**src/core/adc_ctrl_defs.vh**
```
`ifndef ADC_CTRL_DEFS_VH
`define ADC_CTRL_DEFS_VH
// special function register addresses
`define ADDR_TRACKING_CONTROL 8'hBA
`define PAGE_TRACKING_CONTROL 8'h00
`define ADDR_GAIN_UPPER       8'hC0
`define ADDR_GAIN_LOWER       8'hC1
`define ADDR_GAIN_EXTRA       8'hC2
`define ADDR_CONVERTER_CTRL   8'hC3
`define ADDR_UPPER_LIMIT_HIGH 8'hC4
`define ADDR_UPPER_LIMIT_LOW  8'hC5
`define ADDR_LOWER_LIMIT_HIGH 8'hC6
`define ADDR_LOWER_LIMIT_LOW  8'hC7
// reset values
`define RST_TRACKING_CONTROL  8'hFF
`define RST_GAIN_UPPER        8'h00
`define RST_GAIN_LOWER        8'h00
`define RST_GAIN_EXTRA        8'h01
`define RST_UPPER_LIMIT_HIGH  8'hFF
`define RST_UPPER_LIMIT_LOW   8'hFF
`define RST_LOWER_LIMIT_HIGH  8'h00
`define RST_LOWER_LIMIT_LOW   8'h00
// field positions
`define PWR_MSB               7
`define PWR_LSB               4
`define TM_MSB                3
`define TM_LSB                2
`define TK_MSB                1
`define TK_LSB                0
`define GAIN_LOW_MSB          7
`define GAIN_LOW_LSB          4
`define EXTRA_GAIN_BIT        0
`define CTRL_ENABLE_BIT       7
`define CTRL_BURST_BIT        6
`define CTRL_WINDOW_BIT       3
// tracking mode codes
`define TM_RESERVED           2'h0
`define TM_POST               2'h1
`define TM_PRE                2'h2
`define TM_DUAL               2'h3
// post-track conversion clock counts and system cycle count
`define TK_CLOCKS_0           5'h02
`define TK_CLOCKS_1           5'h04
`define TK_CLOCKS_2           5'h10
`define TK_CLOCKS_3           5'h10
`define TK_SYS_CYCLES         5'h02
// power-up timing
`define POWERUP_STEP_NS       200
`define CLK_PERIOD_NS         4
`define POWERUP_STEP_CYCLES   ((`POWERUP_STEP_NS) / (`CLK_PERIOD_NS))
`endif

```
**src/core/adc_gain_track_window_ctrl.v**
```verilog
`timescale 1ns/1ns
`include "adc_ctrl_defs.vh"
// Summary of operation
// - thirteen gain bits across three registers
// - gain word is upper byte, lower[7:4]
// - extra bit adds one sixty-fourth gain
// - extra gain bit resets to one
// - gain equals word/4096 plus extra/64
// - bits 3:2 select tracking mode
// - bits 1:0 select post-track time
// - burst off follows enable; on+enable stays powered
// - burst, enable clear: power up (n+1)*200ns
// - tracking register 0xBA page 0, resets 0xFF
// - window compares result against both limits
// - limit ordering selects inside or outside
// - window flag readable, also interrupt request
// - compare only after full repeat count
module adc_gain_track_window_ctrl (
    input  wire        clk_sys,
    input  wire        rst_n,
    input  wire [7:0]  sfr_addr,
    input  wire [7:0]  sfr_page,
    input  wire        sfr_wr,
    input  wire        sfr_rd,
    input  wire [7:0]  sfr_wdata,
    output reg  [7:0]  sfr_rdata_r,
    input  wire        convert_start,
    input  wire        result_valid,
    input  wire        accum_complete,
    input  wire [15:0] result_data,
    output reg  [11:0] gain_word_r,
    output reg         extra_gain_bit_r,
    output reg  [12:0] gain_total_r,
    output reg  [1:0]  tracking_mode_sel_r,
    output reg         tracking_mode_reserved_r,
    output reg  [4:0]  post_track_sar_clocks_r,
    output reg  [4:0]  post_track_sys_cycles_r,
    output reg         converter_power_r,
    output reg         powerup_ready_r,
    output reg         window_irq_r
);
    reg        rst_meta_r;
    reg        rst_sync_r;
    reg [7:0]  tracking_control_reg_r;
    reg [7:0]  gain_word_upper_r;
    reg [7:0]  gain_word_lower_r;
    reg [7:0]  gain_extra_reg_r;
    reg        converter_enable_r;
    reg        burst_mode_on_r;
    reg        window_flag_r;
    reg [7:0]  upper_limit_high_r;
    reg [7:0]  upper_limit_low_r;
    reg [7:0]  lower_limit_high_r;
    reg [7:0]  lower_limit_low_r;
    reg        start_meta_r;
    reg        start_sync_r;
    reg        start_prev_r;
    reg        valid_meta_r;
    reg        valid_sync_r;
    reg        valid_prev_r;
    reg        accum_meta_r;
    reg        accum_sync_r;
    reg [15:0] result_meta_r;
    reg [15:0] result_sync_r;
    reg [7:0]  rdata_nxt;
    reg [4:0]  sar_clocks_nxt;
    wire       page_ok;
    wire       wr_track;
    wire       wr_ctrl;
    wire       wr_gain_upper;
    wire       wr_gain_lower;
    wire       wr_gain_extra;
    wire       wr_upper_high;
    wire       wr_upper_low;
    wire       wr_lower_high;
    wire       wr_lower_low;
    wire       flag_set;
    wire       flag_clear;
    wire [15:0] upper_limit;
    wire [15:0] lower_limit;
    wire       above_upper;
    wire       below_lower;
    wire       window_hit;
    wire       result_event;
    wire       start_event;
    wire       pu_busy;
    wire       pu_done;

    // reset release through two flops
    always @(posedge clk_sys or negedge rst_n) begin
        if (!rst_n) begin
            rst_meta_r <= 1'b0;
            rst_sync_r <= 1'b0;
        end else begin
            rst_meta_r <= 1'b1;
            rst_sync_r <= rst_meta_r;
        end
    end

    // conversion core inputs synchronised
    always @(posedge clk_sys or negedge rst_sync_r) begin
        if (!rst_sync_r) begin
            start_meta_r  <= 1'b0;
            start_sync_r  <= 1'b0;
            start_prev_r  <= 1'b0;
            valid_meta_r  <= 1'b0;
            valid_sync_r  <= 1'b0;
            valid_prev_r  <= 1'b0;
            accum_meta_r  <= 1'b0;
            accum_sync_r  <= 1'b0;
            result_meta_r <= 16'h0000;
            result_sync_r <= 16'h0000;
        end else begin
            start_meta_r  <= convert_start;
            start_sync_r  <= start_meta_r;
            start_prev_r  <= start_sync_r;
            valid_meta_r  <= result_valid;
            valid_sync_r  <= valid_meta_r;
            valid_prev_r  <= valid_sync_r;
            accum_meta_r  <= accum_complete;
            accum_sync_r  <= accum_meta_r;
            result_meta_r <= result_data;
            result_sync_r <= result_meta_r;
        end
    end

    assign start_event  = start_sync_r && !start_prev_r;
    assign result_event = valid_sync_r && !valid_prev_r;

    assign page_ok  = (sfr_page == `PAGE_TRACKING_CONTROL);
    assign wr_track = sfr_wr && page_ok && (sfr_addr == `ADDR_TRACKING_CONTROL);
    assign wr_ctrl  = sfr_wr && page_ok && (sfr_addr == `ADDR_CONVERTER_CTRL);
    assign wr_gain_upper = sfr_wr && page_ok && (sfr_addr == `ADDR_GAIN_UPPER);
    assign wr_gain_lower = sfr_wr && page_ok && (sfr_addr == `ADDR_GAIN_LOWER);
    assign wr_gain_extra = sfr_wr && page_ok && (sfr_addr == `ADDR_GAIN_EXTRA);
    assign wr_upper_high = sfr_wr && page_ok && (sfr_addr == `ADDR_UPPER_LIMIT_HIGH);
    assign wr_upper_low  = sfr_wr && page_ok && (sfr_addr == `ADDR_UPPER_LIMIT_LOW);
    assign wr_lower_high = sfr_wr && page_ok && (sfr_addr == `ADDR_LOWER_LIMIT_HIGH);
    assign wr_lower_low  = sfr_wr && page_ok && (sfr_addr == `ADDR_LOWER_LIMIT_LOW);
    assign flag_set      = result_event && accum_sync_r && window_hit;
    assign flag_clear    = wr_ctrl && !sfr_wdata[`CTRL_WINDOW_BIT];

    assign upper_limit = {upper_limit_high_r, upper_limit_low_r};
    assign lower_limit = {lower_limit_high_r, lower_limit_low_r};
    assign above_upper = (result_sync_r > upper_limit);
    assign below_lower = (result_sync_r < lower_limit);
    // lower above upper: inside window; otherwise outside
    assign window_hit  = (lower_limit > upper_limit) ? (above_upper && below_lower)
                                                     : (above_upper || below_lower);
    // tracking and gain registers
    always @(posedge clk_sys or negedge rst_sync_r) begin
        if (!rst_sync_r) begin
            tracking_control_reg_r <= `RST_TRACKING_CONTROL;
            gain_word_upper_r      <= `RST_GAIN_UPPER;
            gain_word_lower_r      <= `RST_GAIN_LOWER;
            gain_extra_reg_r       <= `RST_GAIN_EXTRA;
        end else begin
            if (wr_track)
                tracking_control_reg_r <= sfr_wdata;
            if (wr_gain_upper)
                gain_word_upper_r <= sfr_wdata;
            if (wr_gain_lower)
                gain_word_lower_r <= sfr_wdata & 8'hF0;
            if (wr_gain_extra)
                gain_extra_reg_r <= sfr_wdata & 8'h01;
        end
    end

    // window limit registers
    always @(posedge clk_sys or negedge rst_sync_r) begin
        if (!rst_sync_r) begin
            upper_limit_high_r <= `RST_UPPER_LIMIT_HIGH;
            upper_limit_low_r  <= `RST_UPPER_LIMIT_LOW;
            lower_limit_high_r <= `RST_LOWER_LIMIT_HIGH;
            lower_limit_low_r  <= `RST_LOWER_LIMIT_LOW;
        end else begin
            if (wr_upper_high)
                upper_limit_high_r <= sfr_wdata;
            if (wr_upper_low)
                upper_limit_low_r <= sfr_wdata;
            if (wr_lower_high)
                lower_limit_high_r <= sfr_wdata;
            if (wr_lower_low)
                lower_limit_low_r <= sfr_wdata;
        end
    end

    // converter control bits
    always @(posedge clk_sys or negedge rst_sync_r) begin
        if (!rst_sync_r) begin
            converter_enable_r <= 1'b0;
            burst_mode_on_r    <= 1'b0;
        end else if (wr_ctrl) begin
            converter_enable_r <= sfr_wdata[`CTRL_ENABLE_BIT];
            burst_mode_on_r    <= sfr_wdata[`CTRL_BURST_BIT];
        end
    end

    // window flag, set wins over software clear
    always @(posedge clk_sys or negedge rst_sync_r) begin
        if (!rst_sync_r)
            window_flag_r <= 1'b0;
        else if (flag_set)
            window_flag_r <= 1'b1;
        else if (flag_clear)
            window_flag_r <= 1'b0;
    end

    // read mux
    always @* begin
        rdata_nxt = 8'h00;
        if (page_ok) begin
            case (sfr_addr)
                `ADDR_TRACKING_CONTROL: rdata_nxt = tracking_control_reg_r;
                `ADDR_GAIN_UPPER:       rdata_nxt = gain_word_upper_r;
                `ADDR_GAIN_LOWER:       rdata_nxt = gain_word_lower_r;
                `ADDR_GAIN_EXTRA:       rdata_nxt = gain_extra_reg_r;
                `ADDR_CONVERTER_CTRL:   rdata_nxt = {converter_enable_r, burst_mode_on_r, 2'h0,
                                                     window_flag_r, 3'h0};
                `ADDR_UPPER_LIMIT_HIGH: rdata_nxt = upper_limit_high_r;
                `ADDR_UPPER_LIMIT_LOW:  rdata_nxt = upper_limit_low_r;
                `ADDR_LOWER_LIMIT_HIGH: rdata_nxt = lower_limit_high_r;
                `ADDR_LOWER_LIMIT_LOW:  rdata_nxt = lower_limit_low_r;
                default:                rdata_nxt = 8'h00;
            endcase
        end
    end

    // post-track clock count decode
    always @* begin
        case (tracking_control_reg_r[`TK_MSB:`TK_LSB])
            2'h0:    sar_clocks_nxt = `TK_CLOCKS_0;
            2'h1:    sar_clocks_nxt = `TK_CLOCKS_1;
            2'h2:    sar_clocks_nxt = `TK_CLOCKS_2;
            2'h3:    sar_clocks_nxt = `TK_CLOCKS_3;
            default: sar_clocks_nxt = `TK_CLOCKS_0;
        endcase
    end

    powerup_timer u_powerup_timer (
        .clk_sys    (clk_sys),
        .rst_sync_n (rst_sync_r),
        .start      (start_event && burst_mode_on_r && !converter_enable_r),
        .step_count (tracking_control_reg_r[`PWR_MSB:`PWR_LSB]),
        .busy_r     (pu_busy),
        .done_r     (pu_done)
    );

    // read data register
    always @(posedge clk_sys or negedge rst_sync_r) begin
        if (!rst_sync_r)
            sfr_rdata_r <= 8'h00;
        else if (sfr_rd)
            sfr_rdata_r <= rdata_nxt;
    end

    // gain outputs
    always @(posedge clk_sys or negedge rst_sync_r) begin
        if (!rst_sync_r) begin
            gain_word_r      <= 12'h000;
            extra_gain_bit_r <= 1'b1;
            gain_total_r     <= 13'h0000;
        end else begin
            gain_word_r      <= {gain_word_upper_r, gain_word_lower_r[`GAIN_LOW_MSB:`GAIN_LOW_LSB]};
            extra_gain_bit_r <= gain_extra_reg_r[`EXTRA_GAIN_BIT];
            // gain in units of 1/4096: 1/64 is 64 units
            gain_total_r     <= {1'b0, gain_word_upper_r, gain_word_lower_r[`GAIN_LOW_MSB:`GAIN_LOW_LSB]}
                                + {6'h00, gain_extra_reg_r[`EXTRA_GAIN_BIT], 6'h00};
        end
    end

    // tracking outputs
    always @(posedge clk_sys or negedge rst_sync_r) begin
        if (!rst_sync_r) begin
            tracking_mode_sel_r      <= `TM_DUAL;
            tracking_mode_reserved_r <= 1'b0;
            post_track_sar_clocks_r  <= `TK_CLOCKS_3;
            post_track_sys_cycles_r  <= `TK_SYS_CYCLES;
        end else begin
            tracking_mode_sel_r      <= tracking_control_reg_r[`TM_MSB:`TM_LSB];
            tracking_mode_reserved_r <= (tracking_control_reg_r[`TM_MSB:`TM_LSB] == `TM_RESERVED);
            post_track_sar_clocks_r  <= sar_clocks_nxt;
            post_track_sys_cycles_r  <= `TK_SYS_CYCLES;
        end
    end

    // power and window outputs
    always @(posedge clk_sys or negedge rst_sync_r) begin
        if (!rst_sync_r) begin
            converter_power_r <= 1'b0;
            powerup_ready_r   <= 1'b0;
            window_irq_r      <= 1'b0;
        end else begin
            if (!burst_mode_on_r)
                converter_power_r <= converter_enable_r;
            else if (converter_enable_r)
                converter_power_r <= 1'b1;
            else
                converter_power_r <= pu_busy || (start_event && !pu_busy);
            powerup_ready_r <= pu_done;
            window_irq_r    <= window_flag_r;
        end
    end
endmodule // adc_gain_track_window_ctrl

```
**src/core/powerup_timer.v**
```verilog
`timescale 1ns/1ns
`include "adc_ctrl_defs.vh"
// burst power-up wait: (count + 1) steps of 200 ns
module powerup_timer (
    input  wire       clk_sys,
    input  wire       rst_sync_n,
    input  wire       start,
    input  wire [3:0] step_count,
    output reg        busy_r,
    output reg        done_r
);
    localparam integer STEP_CYCLES = `POWERUP_STEP_CYCLES;
    localparam [5:0]   STEP_LAST   = STEP_CYCLES[5:0] - 6'h01;
    reg [5:0] tick_r;
    reg [3:0] step_r;
    always @(posedge clk_sys or negedge rst_sync_n) begin
        if (!rst_sync_n) begin
            busy_r <= 1'b0;
            done_r <= 1'b0;
            tick_r <= 6'h00;
            step_r <= 4'h0;
        end else begin
            done_r <= 1'b0;
            if (start && !busy_r) begin
                busy_r <= 1'b1;
                // start cycle counts as first tick
                tick_r <= 6'h01;
                step_r <= step_count;
            end else if (busy_r) begin
                if (tick_r == STEP_LAST) begin
                    tick_r <= 6'h00;
                    if (step_r == 4'h0) begin
                        busy_r <= 1'b0;
                        done_r <= 1'b1;
                    end else begin
                        step_r <= step_r - 4'h1;
                    end
                end else begin
                    tick_r <= tick_r + 6'h01;
                end
            end
        end
    end
endmodule // powerup_timer

```
**config.mk**
```make
export PLATFORM = sky130hd
export DESIGN_NAME = adc_gain_track_window_ctrl
export DESIGN_NICKNAME = d
export VERILOG_FILES = /design/src/core/adc_gain_track_window_ctrl.v /design/src/core/powerup_timer.v
export VERILOG_INCLUDE_DIRS = /design/src /design/src/core
export SDC_FILE = /design/constraint.sdc
export NUM_CORES = 1
export LEC_CHECK = 0
export BUFFER_PORTS_ARGS = -buffer_cell sky130_fd_sc_hd__clkbuf_2
export CORE_MARGIN = 2
export CORE_UTILIZATION = 52
export DETAILED_ROUTE_END_ITERATION = 16
export GPL_TIMING_DRIVEN = 0
export MAX_ROUTING_LAYER = met4
export PLACE_DENSITY = 0.83
export SYNTH_ARGS = -nofsm -noshare
export SYNTH_HDL_FRONTEND = slang
export SYNTH_SLANG_ARGS = --single-unit
```
**constraint.sdc**
```tcl
create_clock -name clk_sys -period 4.1 [get_ports clk_sys]
set_input_delay 0.615 -clock clk_sys [delete_from_list [all_inputs] [get_ports clk_sys]]
set_output_delay 0.615 -clock clk_sys [all_outputs]
set_load 0.005 [all_outputs]
```
Word level (Yosys, flattened, before mapping)
Index checks and enable logic that the tools add are counted.
{"block": "op_classes", "n_addsub": 3, "order_cmp": 3, "n_eq_ne": 14, "muxes": 23, "reduce_logical": 36}
{"op": "8-bit equality test (second input constant)", "n": 9}
{"op": "8-bit one-hot mux with 9 select lines", "n": 1}
{"op": "16-bit greater-than comparator", "n": 2}
{"op": "1-bit logical AND", "n": 20}
{"op": "6-bit two-way mux", "n": 3}
{"op": "16-bit less-than comparator", "n": 1}
{"op": "4-bit two-way mux", "n": 4}
{"op": "5-bit one-hot mux with 3 select lines", "n": 1}
{"op": "12-bit by 7-bit adder with 13-bit output", "n": 1}
{"op": "1-bit two-way mux", "n": 13}
{"op": "8-bit zero test", "n": 1}
{"op": "8-bit two-way mux", "n": 1}
{"op": "6-bit by 1-bit adder with 6-bit output (second input constant)", "n": 1}
{"op": "6-bit equality test (second input constant)", "n": 1}
{"op": "2-bit nonzero test", "n": 3}
{"op": "1-bit zero test", "n": 5}
{"op": "2-bit equality test (second input constant)", "n": 2}
{"op": "2-bit zero test", "n": 2}
{"op": "4-bit zero test", "n": 1}
{"op": "4-bit by 1-bit subtractor with 4-bit output (second input constant)", "n": 1}
{"op": "3-bit AND reduction", "n": 1}
{"op": "2-bit by 1-bit equality test with 1-bit output (second input constant)", "n": 1}
{"op": "1-bit logical OR", "n": 2}
{"op": "2-bit by 1-bit inequality test with 1-bit output (second input constant)", "n": 1}
{"op": "2-bit OR reduction", "n": 1}
{"block": "word_totals", "reg_bits": 155, "inputBits": 47, "wordCells": 116}

Depth between registers and ports, before layout
Gate-level depths: netlist of the first run.
{"block": "logic_depth", "ltp_word": 7, "depth_mapped": 8}

By module
A second synthesis of the first run with hierarchy kept.
{"block": "unflattened", "hier_cells": 584, "area_unflattened_um2": 6927.9}
{"mod": "adc_gain_track_window_ctrl", "n_inst": 1, "cells_each": 506, "area_each_um2": 6188.4, "seq_area_each_um2": 3414.5}
{"mod": "powerup_timer", "n_inst": 1, "cells_each": 78, "area_each_um2": 739.5, "seq_area_each_um2": 300.3}

Worst setup path before layout of the first run
Ideal clock, no wire load.
{"block": "synth_path", "kind": "input to register", "startpoint": "input port sfr_page[5]", "endpoint": "register gain_word_upper_r[0]", "setup_ns": 0.125, "arrival_time_ns": 2.086, "slack_ns": 1.889, "cell_stages": 6, "path_buffers": 1, "path_cell_list": "or4_4 -> nor2_4 -> nand2_4 -> and2b_2 -> buf_4 -> mux2_2"}
{"block": "synth_via", "elab_chain_len": 3}
{"element": "from (decl)", "line": "adc_gain_track_window_ctrl.v:22", "source": "input wire [7:0] sfr_page,"}
{"element": "8-bit zero test (no source line)"}
{"element": "1-bit logical AND (2 in series)", "line": "adc_gain_track_window_ctrl.v:133", "source": "assign wr_gain_upper = sfr_wr && page_ok && (sfr_addr == `ADDR_GAIN_UPPER);"}
{"element": "to (signal assigned)", "line": "adc_gain_track_window_ctrl.v:154", "source": "gain_word_upper_r <= `RST_GAIN_UPPER;"}
{"element": "to (signal assigned)", "line": "adc_gain_track_window_ctrl.v:161", "source": "gain_word_upper_r <= sfr_wdata;"}
{"element": "to (decl)", "line": "adc_gain_track_window_ctrl.v:45", "source": "reg [7:0] gain_word_upper_r;"}
No other way between the ends.
A chain may end at the register's enable or synchronous reset.

Worst setup path in the final report of the first run
{"block": "layout_path", "startpoint": "register upper_limit_low_r[7]", "endpoint": "register window_flag_r"}
{"block": "layout_via", "elab_chain_len": 5}
{"element": "from (decl)", "line": "adc_gain_track_window_ctrl.v:52", "source": "reg [7:0] upper_limit_low_r;"}
{"element": "from (signal assigned)", "line": "adc_gain_track_window_ctrl.v:173", "source": "upper_limit_low_r <= `RST_UPPER_LIMIT_LOW;"}
{"element": "from (signal assigned)", "line": "adc_gain_track_window_ctrl.v:180", "source": "upper_limit_low_r <= sfr_wdata;"}
{"element": "16-bit greater-than comparator", "line": "adc_gain_track_window_ctrl.v:145", "source": "assign above_upper = (result_sync_r > upper_limit);"}
{"element": "1-bit logical OR / 1-bit logical AND (equally long branches)", "line": "adc_gain_track_window_ctrl.v:149, adc_gain_track_window_ctrl.v:148"}
{"element": "1-bit two-way mux *", "line": "adc_gain_track_window_ctrl.v:148", "source": "assign window_hit = (lower_limit > upper_limit) ? (above_upper && below_lower)"}
{"element": "1-bit logical AND *", "line": "adc_gain_track_window_ctrl.v:140", "source": "assign flag_set = result_event && accum_sync_r && window_hit;"}
{"element": "1-bit two-way mux / 2-bit nonzero test (equally long branches)"}
{"element": "to (signal assigned)", "line": "adc_gain_track_window_ctrl.v:202", "source": "window_flag_r <= 1'b0;"}
{"element": "to (signal assigned)", "line": "adc_gain_track_window_ctrl.v:204", "source": "window_flag_r <= 1'b1;"}
{"element": "to (signal assigned)", "line": "adc_gain_track_window_ctrl.v:206", "source": "window_flag_r <= 1'b0;"}
{"element": "to (decl)", "line": "adc_gain_track_window_ctrl.v:50", "source": "reg window_flag_r;"}
Every way passes the cells marked *; elsewhere a longest branch is shown, timed or not.

==> results of run 1 <==
[per-stage QoR]
step / power (mW) / util, % / area (um2) / hold WS (ps)
2_1_floorplan: 1.59 / - / 6780 / 319
4_1_cts: 3.21 / 63.7 / 8080 / 282
5_1_grt: 3.29 / 63.7 / 8080 / 282
3_3_place_gp: 1.64 / 58.7 / 7430 / 332
6_report: 3.20 / 63.7 / 8080 / 292
3_5_place_dp: 1.65 / 58.9 / 7460 / 337
[per-layer routing]
layer	global-route usage, %	share of wire [%]
met1	28.2	41
met2	38.2	49
met3	5.72	6.2
met4	12.0	3.5
met5	-	0
[final timing paths]
path | start | endpoint | slack, ps | cells after the start
worst min-delay path | result_data[6] | result_meta_r[6]$_DFF_PN0_ | 290 | 1
worst min register to register | result_meta_r[9]$_DFF_PN0_ | result_sync_r[9]$_DFF_PN0_ | 350 | 0
min in group asynchronous | rst_sync_r$_DFF_PN0_ | result_sync_r[7]$_DFF_PN0_ | 460 | 0
max in group asynchronous | rst_sync_r$_DFF_PN0_ | tracking_mode_sel_r[1]$_DFF_PN1_ | 2740 | 1
worst max register to register | upper_limit_low_r[7]$_DFFE_PN1P_ | window_flag_r$_DFFE_PN0P_ | 1930 | 8
worst max-delay path | upper_limit_low_r[7]$_DFFE_PN1P_ | window_flag_r$_DFFE_PN0P_ | 1930 | 8
[state kept, by name, indices dropped and copies added (netlist names), 2 cells and up]
name and cells:
sfr_rdata_r 8, tracking_control_reg_r 8, result_meta_r 16, tracking_mode_sel_r 2
gain_total_r 13, gain_word_upper_r 8, lower_limit_high_r 8, u_powerup_timer.tick_r 6
gain_word_lower_r 4, post_track_sar_clocks_r 3, upper_limit_high_r 8, gain_word_r 6
lower_limit_low_r 8, result_sync_r 16, u_powerup_timer.step_r 4, upper_limit_low_r 8
[repair_timing]
action                    4_1_cts  5_1_grt
buffers inserted                0        0
hold buffers                    1        0
hold endpoints to repair        2        0
[cell usage in the layout, fill, tap and decap left out, types with 9 or more instances in the layout]
cell,synthesis,routed
dfrtp_1,118,117
clkbuf_2,0,88
nand2_1,53,53
ha_1,53,53
o21ai_0,48,48
inv_1,46,46
mux2_2,29,29
dfstp_2,29,29
nor2_1,20,20
a21oi_1,18,18
clkbuf_16,0,17
buf_4,16,16
nand4_1,12,12
o22ai_1,9,9
[cells by family (layout without fill, tap and decap cells)]
kind of cell | count (synthesis) | count (layout) | synth area share (%)
AO/OA/AOI/OAI | 118 | 118 | 11.0
XOR/XNOR | 9 | 9 | 1.17
adder cells (fa/ha/maj) | 53 | 53 | 9.82
buffers and inverters | 72 | 194 | 5.20
flip-flops | 147 | 147 | 55.0
multiplexers | 35 | 35 | 6.09
other | 2 | 8 | 0.111
AND/OR/NAND/NOR | 139 | 139 | 11.6
[critical path, cell delays in order, from the launching register on]
cell,delay [ps]
dfstp_2,520
inv_1,90
ha_1,350
a21oi_1,170
o21ai_0,110
a221oi_1,360
o211ai_1,190
a31oi_1,190
o21ai_0,80
[cell type report]
type | instances | area (um2) | share of cell area, %
Timing Repair Buffer | 90 | 478 | 5.92
Tap cell | 172 | 215 | 2.67
Sequential cell | 147 | 3720 | 46.0
Inverter | 46 | 173 | 2.14
Multi-Input combinational cell | 362 | 2710 | 33.6
Clock buffer | 20 | 447 | 5.53
Buffer | 26 | 179 | 2.22
Clock inverter | 12 | 154 | 1.91
[report_power, final]
part | internal, mW | switching (mW)
Clock | 0.973 | 0.597
Sequential | 1.48 | 0.0249
Combinational | 0.0513 | 0.0769
==> report_table.html, run 1 <==
<table>
<tr><th>Metric</th><th>Value</th></tr>
<tr><th colspan="2">Status</th></tr>
<tr><td>Result of the run</td><td>finished, final reports clean</td></tr>
<tr><th colspan="2">Final layout</th></tr>
<tr><td>Fraction of final layout cells sized beyond drive strength 1</td><td>between 30 and 40%</td></tr>
<tr><td>Post-layout nets</td><td>790</td></tr>
<tr><td>Final Non-Filler Cells</td><td>approximately 900</td></tr>
<tr><td>Fillers</td><td>990</td></tr>
<tr><td>Number of antenna repair diodes</td><td>0</td></tr>
<tr><td>Layout-stage area growth over the synthesis result</td><td>19.5%</td></tr>
<tr><th colspan="2">Logic synthesis</th></tr>
<tr><td>Synth top area cells</td><td>dfrtp_1, dfstp_2, ha_1, mux2_2, o21ai_0</td></tr>
<tr><td>Synthesized area per cell</td><td>11.7 um2</td></tr>
<tr><td>Dominant synthesized flop cell</td><td>dfrtp_1</td></tr>
<tr><td>Count of flip-flops with a built-in enable after synthesis</td><td>0</td></tr>
<tr><td>Yosys cell types</td><td>61</td></tr>
<tr><td>Synth area leader</td><td>dfrtp_1</td></tr>
<tr><td>Post-Synthesis Cell Area</td><td>around 0.0068 mm2</td></tr>
<tr><td>Share of the synthesized area in the top cell type</td><td>about 44%</td></tr>
<tr><td>Sequential element share of the synthesized area</td><td>between 50% and 60%</td></tr>
<tr><td>Synthesized flop and latch total</td><td>147</td></tr>
<tr><td>Cell types with the highest counts after synthesis</td><td>dfrtp_1, ha_1, nand2_1</td></tr>
<tr><td>Synth Instances</td><td>575</td></tr>
<tr><td>Synth async-reset ratio</td><td>100%</td></tr>
<tr><td>Most frequent cell after synthesis</td><td>dfrtp_1</td></tr>
<tr><td>Number of warning messages in the yosys log</td><td>0</td></tr>
<tr><th colspan="2">Die</th></tr>
<tr><td>Initial Util</td><td>53.3%</td></tr>
<tr><td>Row Count</td><td>41</td></tr>
<tr><td>Die Y</td><td>around 120 um</td></tr>
<tr><td>Number of primary I/O pins</td><td>97</td></tr>
<tr><td>Die area</td><td>0.0139 mm2</td></tr>
<tr><td>Core ar.</td><td>0.0127 mm2</td></tr>
<tr><td>Die span in x</td><td>118 um</td></tr>
<tr><th colspan="2">Place</th></tr>
<tr><td>Detailed Place HPWL</td><td>11000 um</td></tr>
<tr><td>Count of buffers from port buffering</td><td>88</td></tr>
<tr><td>Pre-CTS worst setup slack</td><td>1550 ps</td></tr>
<tr><td>Inst Count DP</td><td>842</td></tr>
<tr><td>Gp weighted congestion</td><td>0.889</td></tr>
<tr><th colspan="2">Power and ir drop</th></tr>
<tr><td>LEAKAGE</td><td>roughly 4.0 nW</td></tr>
<tr><td>Power per unit of standard cell area</td><td>396 mW/mm2</td></tr>
<tr><td>Peak supply drop</td><td>0.246 mV</td></tr>
<tr><th colspan="2">Global routing</th></tr>
<tr><td>Number of global-route vias before repair</td><td>5153</td></tr>
<tr><td>Total global routing track utilization</td><td>a little under a quarter</td></tr>
<tr><td>First-pass GRT wire length</td><td>~25000 um</td></tr>
<tr><td>Number of antenna violations at the first check in global routing</td><td>0</td></tr>
<tr><td>GRT overflow</td><td>0</td></tr>
<tr><td>Pin count of the biggest net entering global routing</td><td>77</td></tr>
<tr><th colspan="2">CTS</th></tr>
<tr><td>Htree depth</td><td>4</td></tr>
<tr><td>Worst-Skew Late Latency</td><td>430 ps</td></tr>
<tr><td>Count of instances resized after the clock tree is built</td><td>0</td></tr>
<tr><td>Clk buf depth</td><td>2</td></tr>
<tr><td>TritonCTS clock tree</td><td>yes</td></tr>
<tr><td>Total number of clock tree sinks</td><td>147</td></tr>
<tr><td>Clock transition at the registers of the reported paths</td><td>60 ps</td></tr>
<tr><td>Buffer cell driving the clock tree root</td><td>clkbuf_16</td></tr>
<tr><td>TritonCTS buffer count</td><td>17</td></tr>
<tr><th colspan="2">Critical path</th></tr>
<tr><td>Data arrival, critical path</td><td>2480 ps</td></tr>
<tr><td>Category of the worst setup path launch point</td><td>register</td></tr>
<tr><td>Crit path max fanout</td><td>4</td></tr>
<tr><td>Type of element capturing the critical path</td><td>register</td></tr>
<tr><td>Crit Path Class</td><td>reg -&gt; reg</td></tr>
<tr><td>Required time of the critical path</td><td>4410 ps</td></tr>
<tr><th colspan="2">Timing</th></tr>
<tr><td>Transition time at the pin with the least slew margin</td><td>927 ps</td></tr>
<tr><td>Final TNS setup</td><td>0 ps</td></tr>
<tr><td>Endpoints failing hold</td><td>0</td></tr>
<tr><td>Clock period minus worst slack</td><td>2170 ps</td></tr>
<tr><td>Setup violators final</td><td>0</td></tr>
<tr><td>Slew margin rel.</td><td>between 30% and 40%</td></tr>
<tr><td>Share of the cycle needed by the critical path after routing</td><td>52.9%</td></tr>
<tr><td>RSZ-0062 raised after global routing</td><td>no</td></tr>
<tr><td>FMAX</td><td>around 0.46 GHz</td></tr>
<tr><td>Fin. max-slew vios</td><td>0</td></tr>
<tr><td>Fin Clk Skew</td><td>7.15 ps</td></tr>
<tr><td>Worst Slack Setup Final</td><td>1930 ps</td></tr>
<tr><th colspan="2">Routing</th></tr>
<tr><td>Post-DR wirelength/cell</td><td>17.2 um</td></tr>
<tr><td>DRC violations left</td><td>0</td></tr>
<tr><td>Routed via count divided by cell count</td><td>5.57</td></tr>
<tr><td>Initial DRC count</td><td>approximately 360</td></tr>
<tr><td>Detailed-route via count</td><td>4872</td></tr>
<tr><td>Final antenna-violating net count</td><td>0</td></tr>
<tr><td>Routed wire length</td><td>15100 um</td></tr>
<tr><td>Drt first pass iters</td><td>5</td></tr>
<tr><th colspan="2">Job</th></tr>
<tr><td>Max-capacitance violation count</td><td>0</td></tr>
<tr><th colspan="2">Hold path</th></tr>
<tr><td>Min-Delay Path Class</td><td>in -&gt; reg</td></tr>
</table>
Power figures use the tool's default switching activity.
==> run 2: changes to the inputs <==
==> constraint.sdc (replaced) <==
create_clock -name clk_sys -period 1.8 [get_ports clk_sys]
set_input_delay 0.27 -clock clk_sys [delete_from_list [all_inputs] [get_ports clk_sys]]
set_output_delay 0.27 -clock clk_sys [all_outputs]
set_load 0.005 [all_outputs]
==> run 2 against run 1 <==
  * The flow now finishes with violations (negative setup slack)
  * Largest power group unchanged
  * First-iteration DRC count is 22% higher
  * Largest cell class unchanged
  * Sequential cell count stayed put
  * Critical endpoint unchanged
  * Critical path depth stayed put
==> report_table.html, run 2 (synthesis results as in run 1) <==
<table>
<tr><th>Metric</th><th>Value</th></tr>
<tr><th colspan="2">Status</th></tr>
<tr><td>Result of the run</td><td>finished with violations</td></tr>
<tr><td>Violated checks</td><td>negative setup slack</td></tr>
<tr><th colspan="2">CTS</th></tr>
<tr><td>Worst-Skew Late Latency</td><td>440 ps (about the same)</td></tr>
<tr><td>Buffer cell driving the clock tree root</td><td>clkbuf_16</td></tr>
<tr><td>TritonCTS clock tree</td><td>yes</td></tr>
<tr><td>Total number of clock tree sinks</td><td>147 (unchanged)</td></tr>
<tr><td>TritonCTS buffer count</td><td>17 (unchanged)</td></tr>
<tr><td>Htree depth</td><td>4 (unchanged)</td></tr>
<tr><td>Clk buf depth</td><td>2 (unchanged)</td></tr>
<tr><td>Clock transition at the registers of the reported paths</td><td>60 ps (about the same)</td></tr>
<tr><th colspan="2">Timing</th></tr>
<tr><td>FMAX</td><td>0.503 GHz (+9.0%)</td></tr>
<tr><td>Clock period minus worst slack</td><td>1990 ps (-179 ps)</td></tr>
<tr><td>Fin Clk Skew</td><td>8.52 ps (+1.37 ps)</td></tr>
<tr><td>Worst Slack Setup Final</td><td>-189 ps (-2120 ps)</td></tr>
<tr><td>RSZ-0062 raised after global routing</td><td>yes</td></tr>
<tr><td>Slew margin rel.</td><td>42.7% (+4.7 points)</td></tr>
<tr><td>Endpoints failing hold</td><td>0 (unchanged)</td></tr>
<tr><td>Fin. max-slew vios</td><td>0 (unchanged)</td></tr>
<tr><td>Setup violators final</td><td>3 (+3)</td></tr>
<tr><td>Transition time at the pin with the least slew margin</td><td>856 ps (-70.9 ps)</td></tr>
<tr><td>Share of the cycle needed by the critical path after routing</td><td>110% (+58 points)</td></tr>
<tr><th colspan="2">Critical path</th></tr>
<tr><td>Crit path max fanout</td><td>3 (-1)</td></tr>
<tr><td>Worst R2R Start</td><td>lower_limit_high_r[6]$_DFFE_PN0P_</td></tr>
<tr><td>Type of element capturing the critical path</td><td>register</td></tr>
<tr><td>Critical path launch point</td><td>lower_limit_high_r[6]$_DFFE_PN0P_</td></tr>
<tr><td>CP peak stage delay</td><td>400 ps (-120 ps)</td></tr>
<tr><td>Reg-to-reg critical path endpoint</td><td>window_flag_r$_DFFE_PN0P_</td></tr>
<tr><td>Category of the worst setup path launch point</td><td>register</td></tr>
<tr><td>Worst reg2reg path depth</td><td>8 (unchanged)</td></tr>
<tr><td>Required time of the critical path</td><td>2120 ps (-2290 ps)</td></tr>
<tr><td>Data arrival, critical path</td><td>2310 ps (-170 ps)</td></tr>
<tr><td>FF-to-FF setup slack</td><td>-190 ps (-2120 ps)</td></tr>
<tr><td>Slowest-stage cell, CP</td><td>dfrtp_1</td></tr>
<tr><td>Crit Path Class</td><td>reg -&gt; reg</td></tr>
<tr><td>Worst-path cell chain</td><td>inv_1 -&gt; ha_1 -&gt; and4_1 -&gt; nand4_1 -&gt; nor3_1 -&gt; a211oi_2 -&gt; a31oi_1 -&gt; o21ai_1</td></tr>
<tr><th colspan="2">Die</th></tr>
<tr><td>Die Y</td><td>118 um (unchanged)</td></tr>
<tr><td>Die span in x</td><td>118 um (unchanged)</td></tr>
<tr><td>Number of primary I/O pins</td><td>97 (unchanged)</td></tr>
<tr><td>Row Count</td><td>41 (unchanged)</td></tr>
<tr><td>Die area</td><td>0.0139 mm2 (unchanged)</td></tr>
<tr><td>Core ar.</td><td>0.0127 mm2 (unchanged)</td></tr>
<tr><td>Initial Util</td><td>53.3% (unchanged)</td></tr>
<tr><th colspan="2">Final layout</th></tr>
<tr><td>Area of all sequential standard cells</td><td>0.00372 mm2 (about the same)</td></tr>
<tr><td>Non-Filler Cell Area, Final</td><td>0.00861 mm2 (+6.6%)</td></tr>
<tr><td>Commonest non-fill, non-tap cell in the layout</td><td>dfrtp_1</td></tr>
<tr><td>Multi-input logic area</td><td>0.00297 mm2 (+9.5%)</td></tr>
<tr><td>Number of antenna repair diodes</td><td>0 (unchanged)</td></tr>
<tr><td>Fraction of final layout cells sized beyond drive strength 1</td><td>35.7% (+4.9 points)</td></tr>
<tr><td>Fillers</td><td>901 (-9.0%)</td></tr>
<tr><td>Commonest cells after routing, fill and taps aside</td><td>dfrtp_1, clkbuf_2, nand2_1</td></tr>
<tr><td>Regs by FF count</td><td>result_meta_r (16), result_sync_r (16), gain_total_r (13)</td></tr>
<tr><td>Layout-stage area growth over the synthesis result</td><td>27.4%</td></tr>
<tr><td>Post-layout nets</td><td>816 (+3.3%)</td></tr>
<tr><th colspan="2">Routing</th></tr>
<tr><td>Routed wire length</td><td>16200 um (+7.4%)</td></tr>
<tr><td>Detailed-route via count</td><td>5045 (+3.6%)</td></tr>
<tr><td>Routed via count divided by cell count</td><td>5.60 (+0.56%)</td></tr>
<tr><td>Post-DR wirelength/cell</td><td>18.0 um (+4.3%)</td></tr>
<tr><td>Drt first pass iters</td><td>5 (unchanged)</td></tr>
<tr><td>Final antenna-violating net count</td><td>0 (unchanged)</td></tr>
<tr><td>DRC violations left</td><td>0 (unchanged)</td></tr>
<tr><td>Initial DRC count</td><td>442 (+22%)</td></tr>
<tr><th colspan="2">Job</th></tr>
<tr><td>Max-capacitance violation count</td><td>0 (unchanged)</td></tr>
<tr><th colspan="2">Hold path</th></tr>
<tr><td>Critical hold path startpoint</td><td>sfr_wdata[1]</td></tr>
<tr><td>Number of cells on the worst hold path</td><td>3 (+2)</td></tr>
<tr><td>Min-Delay Path Class</td><td>in -&gt; reg</td></tr>
<tr><td>Hold Path End</td><td>upper_limit_low_r[1]$_DFFE_PN1P_</td></tr>
<tr><th colspan="2">Global routing</th></tr>
<tr><td>GRT overflow</td><td>0 (unchanged)</td></tr>
<tr><td>Pin count of the biggest net entering global routing</td><td>79 (+2.6%)</td></tr>
<tr><td>Number of global-route vias before repair</td><td>5142 (-0.21%)</td></tr>
<tr><td>Number of antenna violations at the first check in global routing</td><td>0 (unchanged)</td></tr>
<tr><td>Total global routing track utilization</td><td>24.9% (+1.1 points)</td></tr>
<tr><td>First-pass GRT wire length</td><td>25900 um (+3.2%)</td></tr>
<tr><th colspan="2">Power and ir drop</th></tr>
<tr><td>Peak supply drop</td><td>0.729 mV (+200%)</td></tr>
<tr><td>LEAKAGE</td><td>4.15 nW (+2.7%)</td></tr>
<tr><td>Power per unit of standard cell area</td><td>866 mW/mm2 (+120%)</td></tr>
<tr><th colspan="2">Place</th></tr>
<tr><td>Pre-CTS worst setup slack</td><td>-408 ps (-1960 ps)</td></tr>
<tr><td>Detailed Place HPWL</td><td>11300 um (+2.9%)</td></tr>
<tr><td>Gp weighted congestion</td><td>0.874 (-1.6%)</td></tr>
<tr><td>Count of buffers from port buffering</td><td>88 (unchanged)</td></tr>
<tr><td>Area after detailed placement</td><td>0.00752 mm2 (+0.75%)</td></tr>
</table>
-- run 2: changes by cell type in the layout (fill, tap and decap cells not counted), moves of 3 or more --
cell,change
ha_4,+13
inv_1,-10
buf_4,+6
o21ai_1,+3
inv_2,+8
dlygate4sd3_1,+19
ha_1,-13
o21ai_0,-3
-- run 2: worst max-delay path by stage --
stage,to,slack [ps],depth (start not counted)
after global routing,window_flag_r$_DFFE_PN0P_,-240,9
after floorplan,gain_word_upper_r[0]$_DFFE_PN0P_,-50,6
after detailed placement,tracking_control_reg_r[0]$_DFFE_PN1P_,-410,6
final,window_flag_r$_DFFE_PN0P_,-190,8
after CTS,window_flag_r$_DFFE_PN0P_,-130,6
after global placement,tracking_control_reg_r[5]$_DFFE_PN1P_,-380,6
-- run 2: routing by layer --
metal | vias to the layer above | GRT usage [%] | share of wire (%)
li1 | 2309 | - | -
met1 | 2451 | 28.7 | 41
met2 | 230 | 40.6 | 50
met3 | 55 | 5.52 | 5.9
met4 | 0 | 13.6 | 3.6
met5 | - | - | 0
-- run 2: stage by stage --
step	setup TNS [ps]	utilization, %	instances	hold slack, ps	power [mW]
after global placement	-26890	59.1	841	56.2	3.74
after CTS	-225	67.1	898	129	7.48
after detailed placement	-19150	59.4	842	58.3	3.77
after global routing	-557	67.9	901	144	7.68
final	-358	67.9	901	134	7.45
after floorplan	-381	-	581	-25.6	3.62
-- run 2: final cells by class --
class	count	area share, %
flip-flops and latches	147	43.2
multi-input cells	362	34.5
repair buffers	117	8.50
clock buffers	23	5.32
well taps	172	2.50
plain buffers	25	2.08
inverters	46	2.06
clock inverters	9	1.82
-- run 2: power breakdown --
part | leakage, nW | internal [mW] | total, mW | switching [mW]
Sequential | 1.71 | 3.36 | 3.43 | 0.0646
Combinational | 2.16 | 0.158 | 0.349 | 0.191
Clock | 0.288 | 2.35 | 3.67 | 1.32
Total | 4.15 | 5.87 | 7.45 | 1.58
-- run 2: timing repair --
item	4_1_cts	5_1_grt
pin swaps	14	12
gates resized for setup	22	19
setup buffers	5	3
hold buffers	20	0
endpoints found under the hold margin	21	0
endpoints found under the setup margin	14	6
-- run 2: worst max-delay path: cells and delay by family (launching register included) --
kind                       cells  cell delay (ps)
and+or+nand+nor                3              700
DFF                            1              400
AOI/OAI and AO/OA              3              390
adders and majority gates      1              300
buffers and inverters          1               80
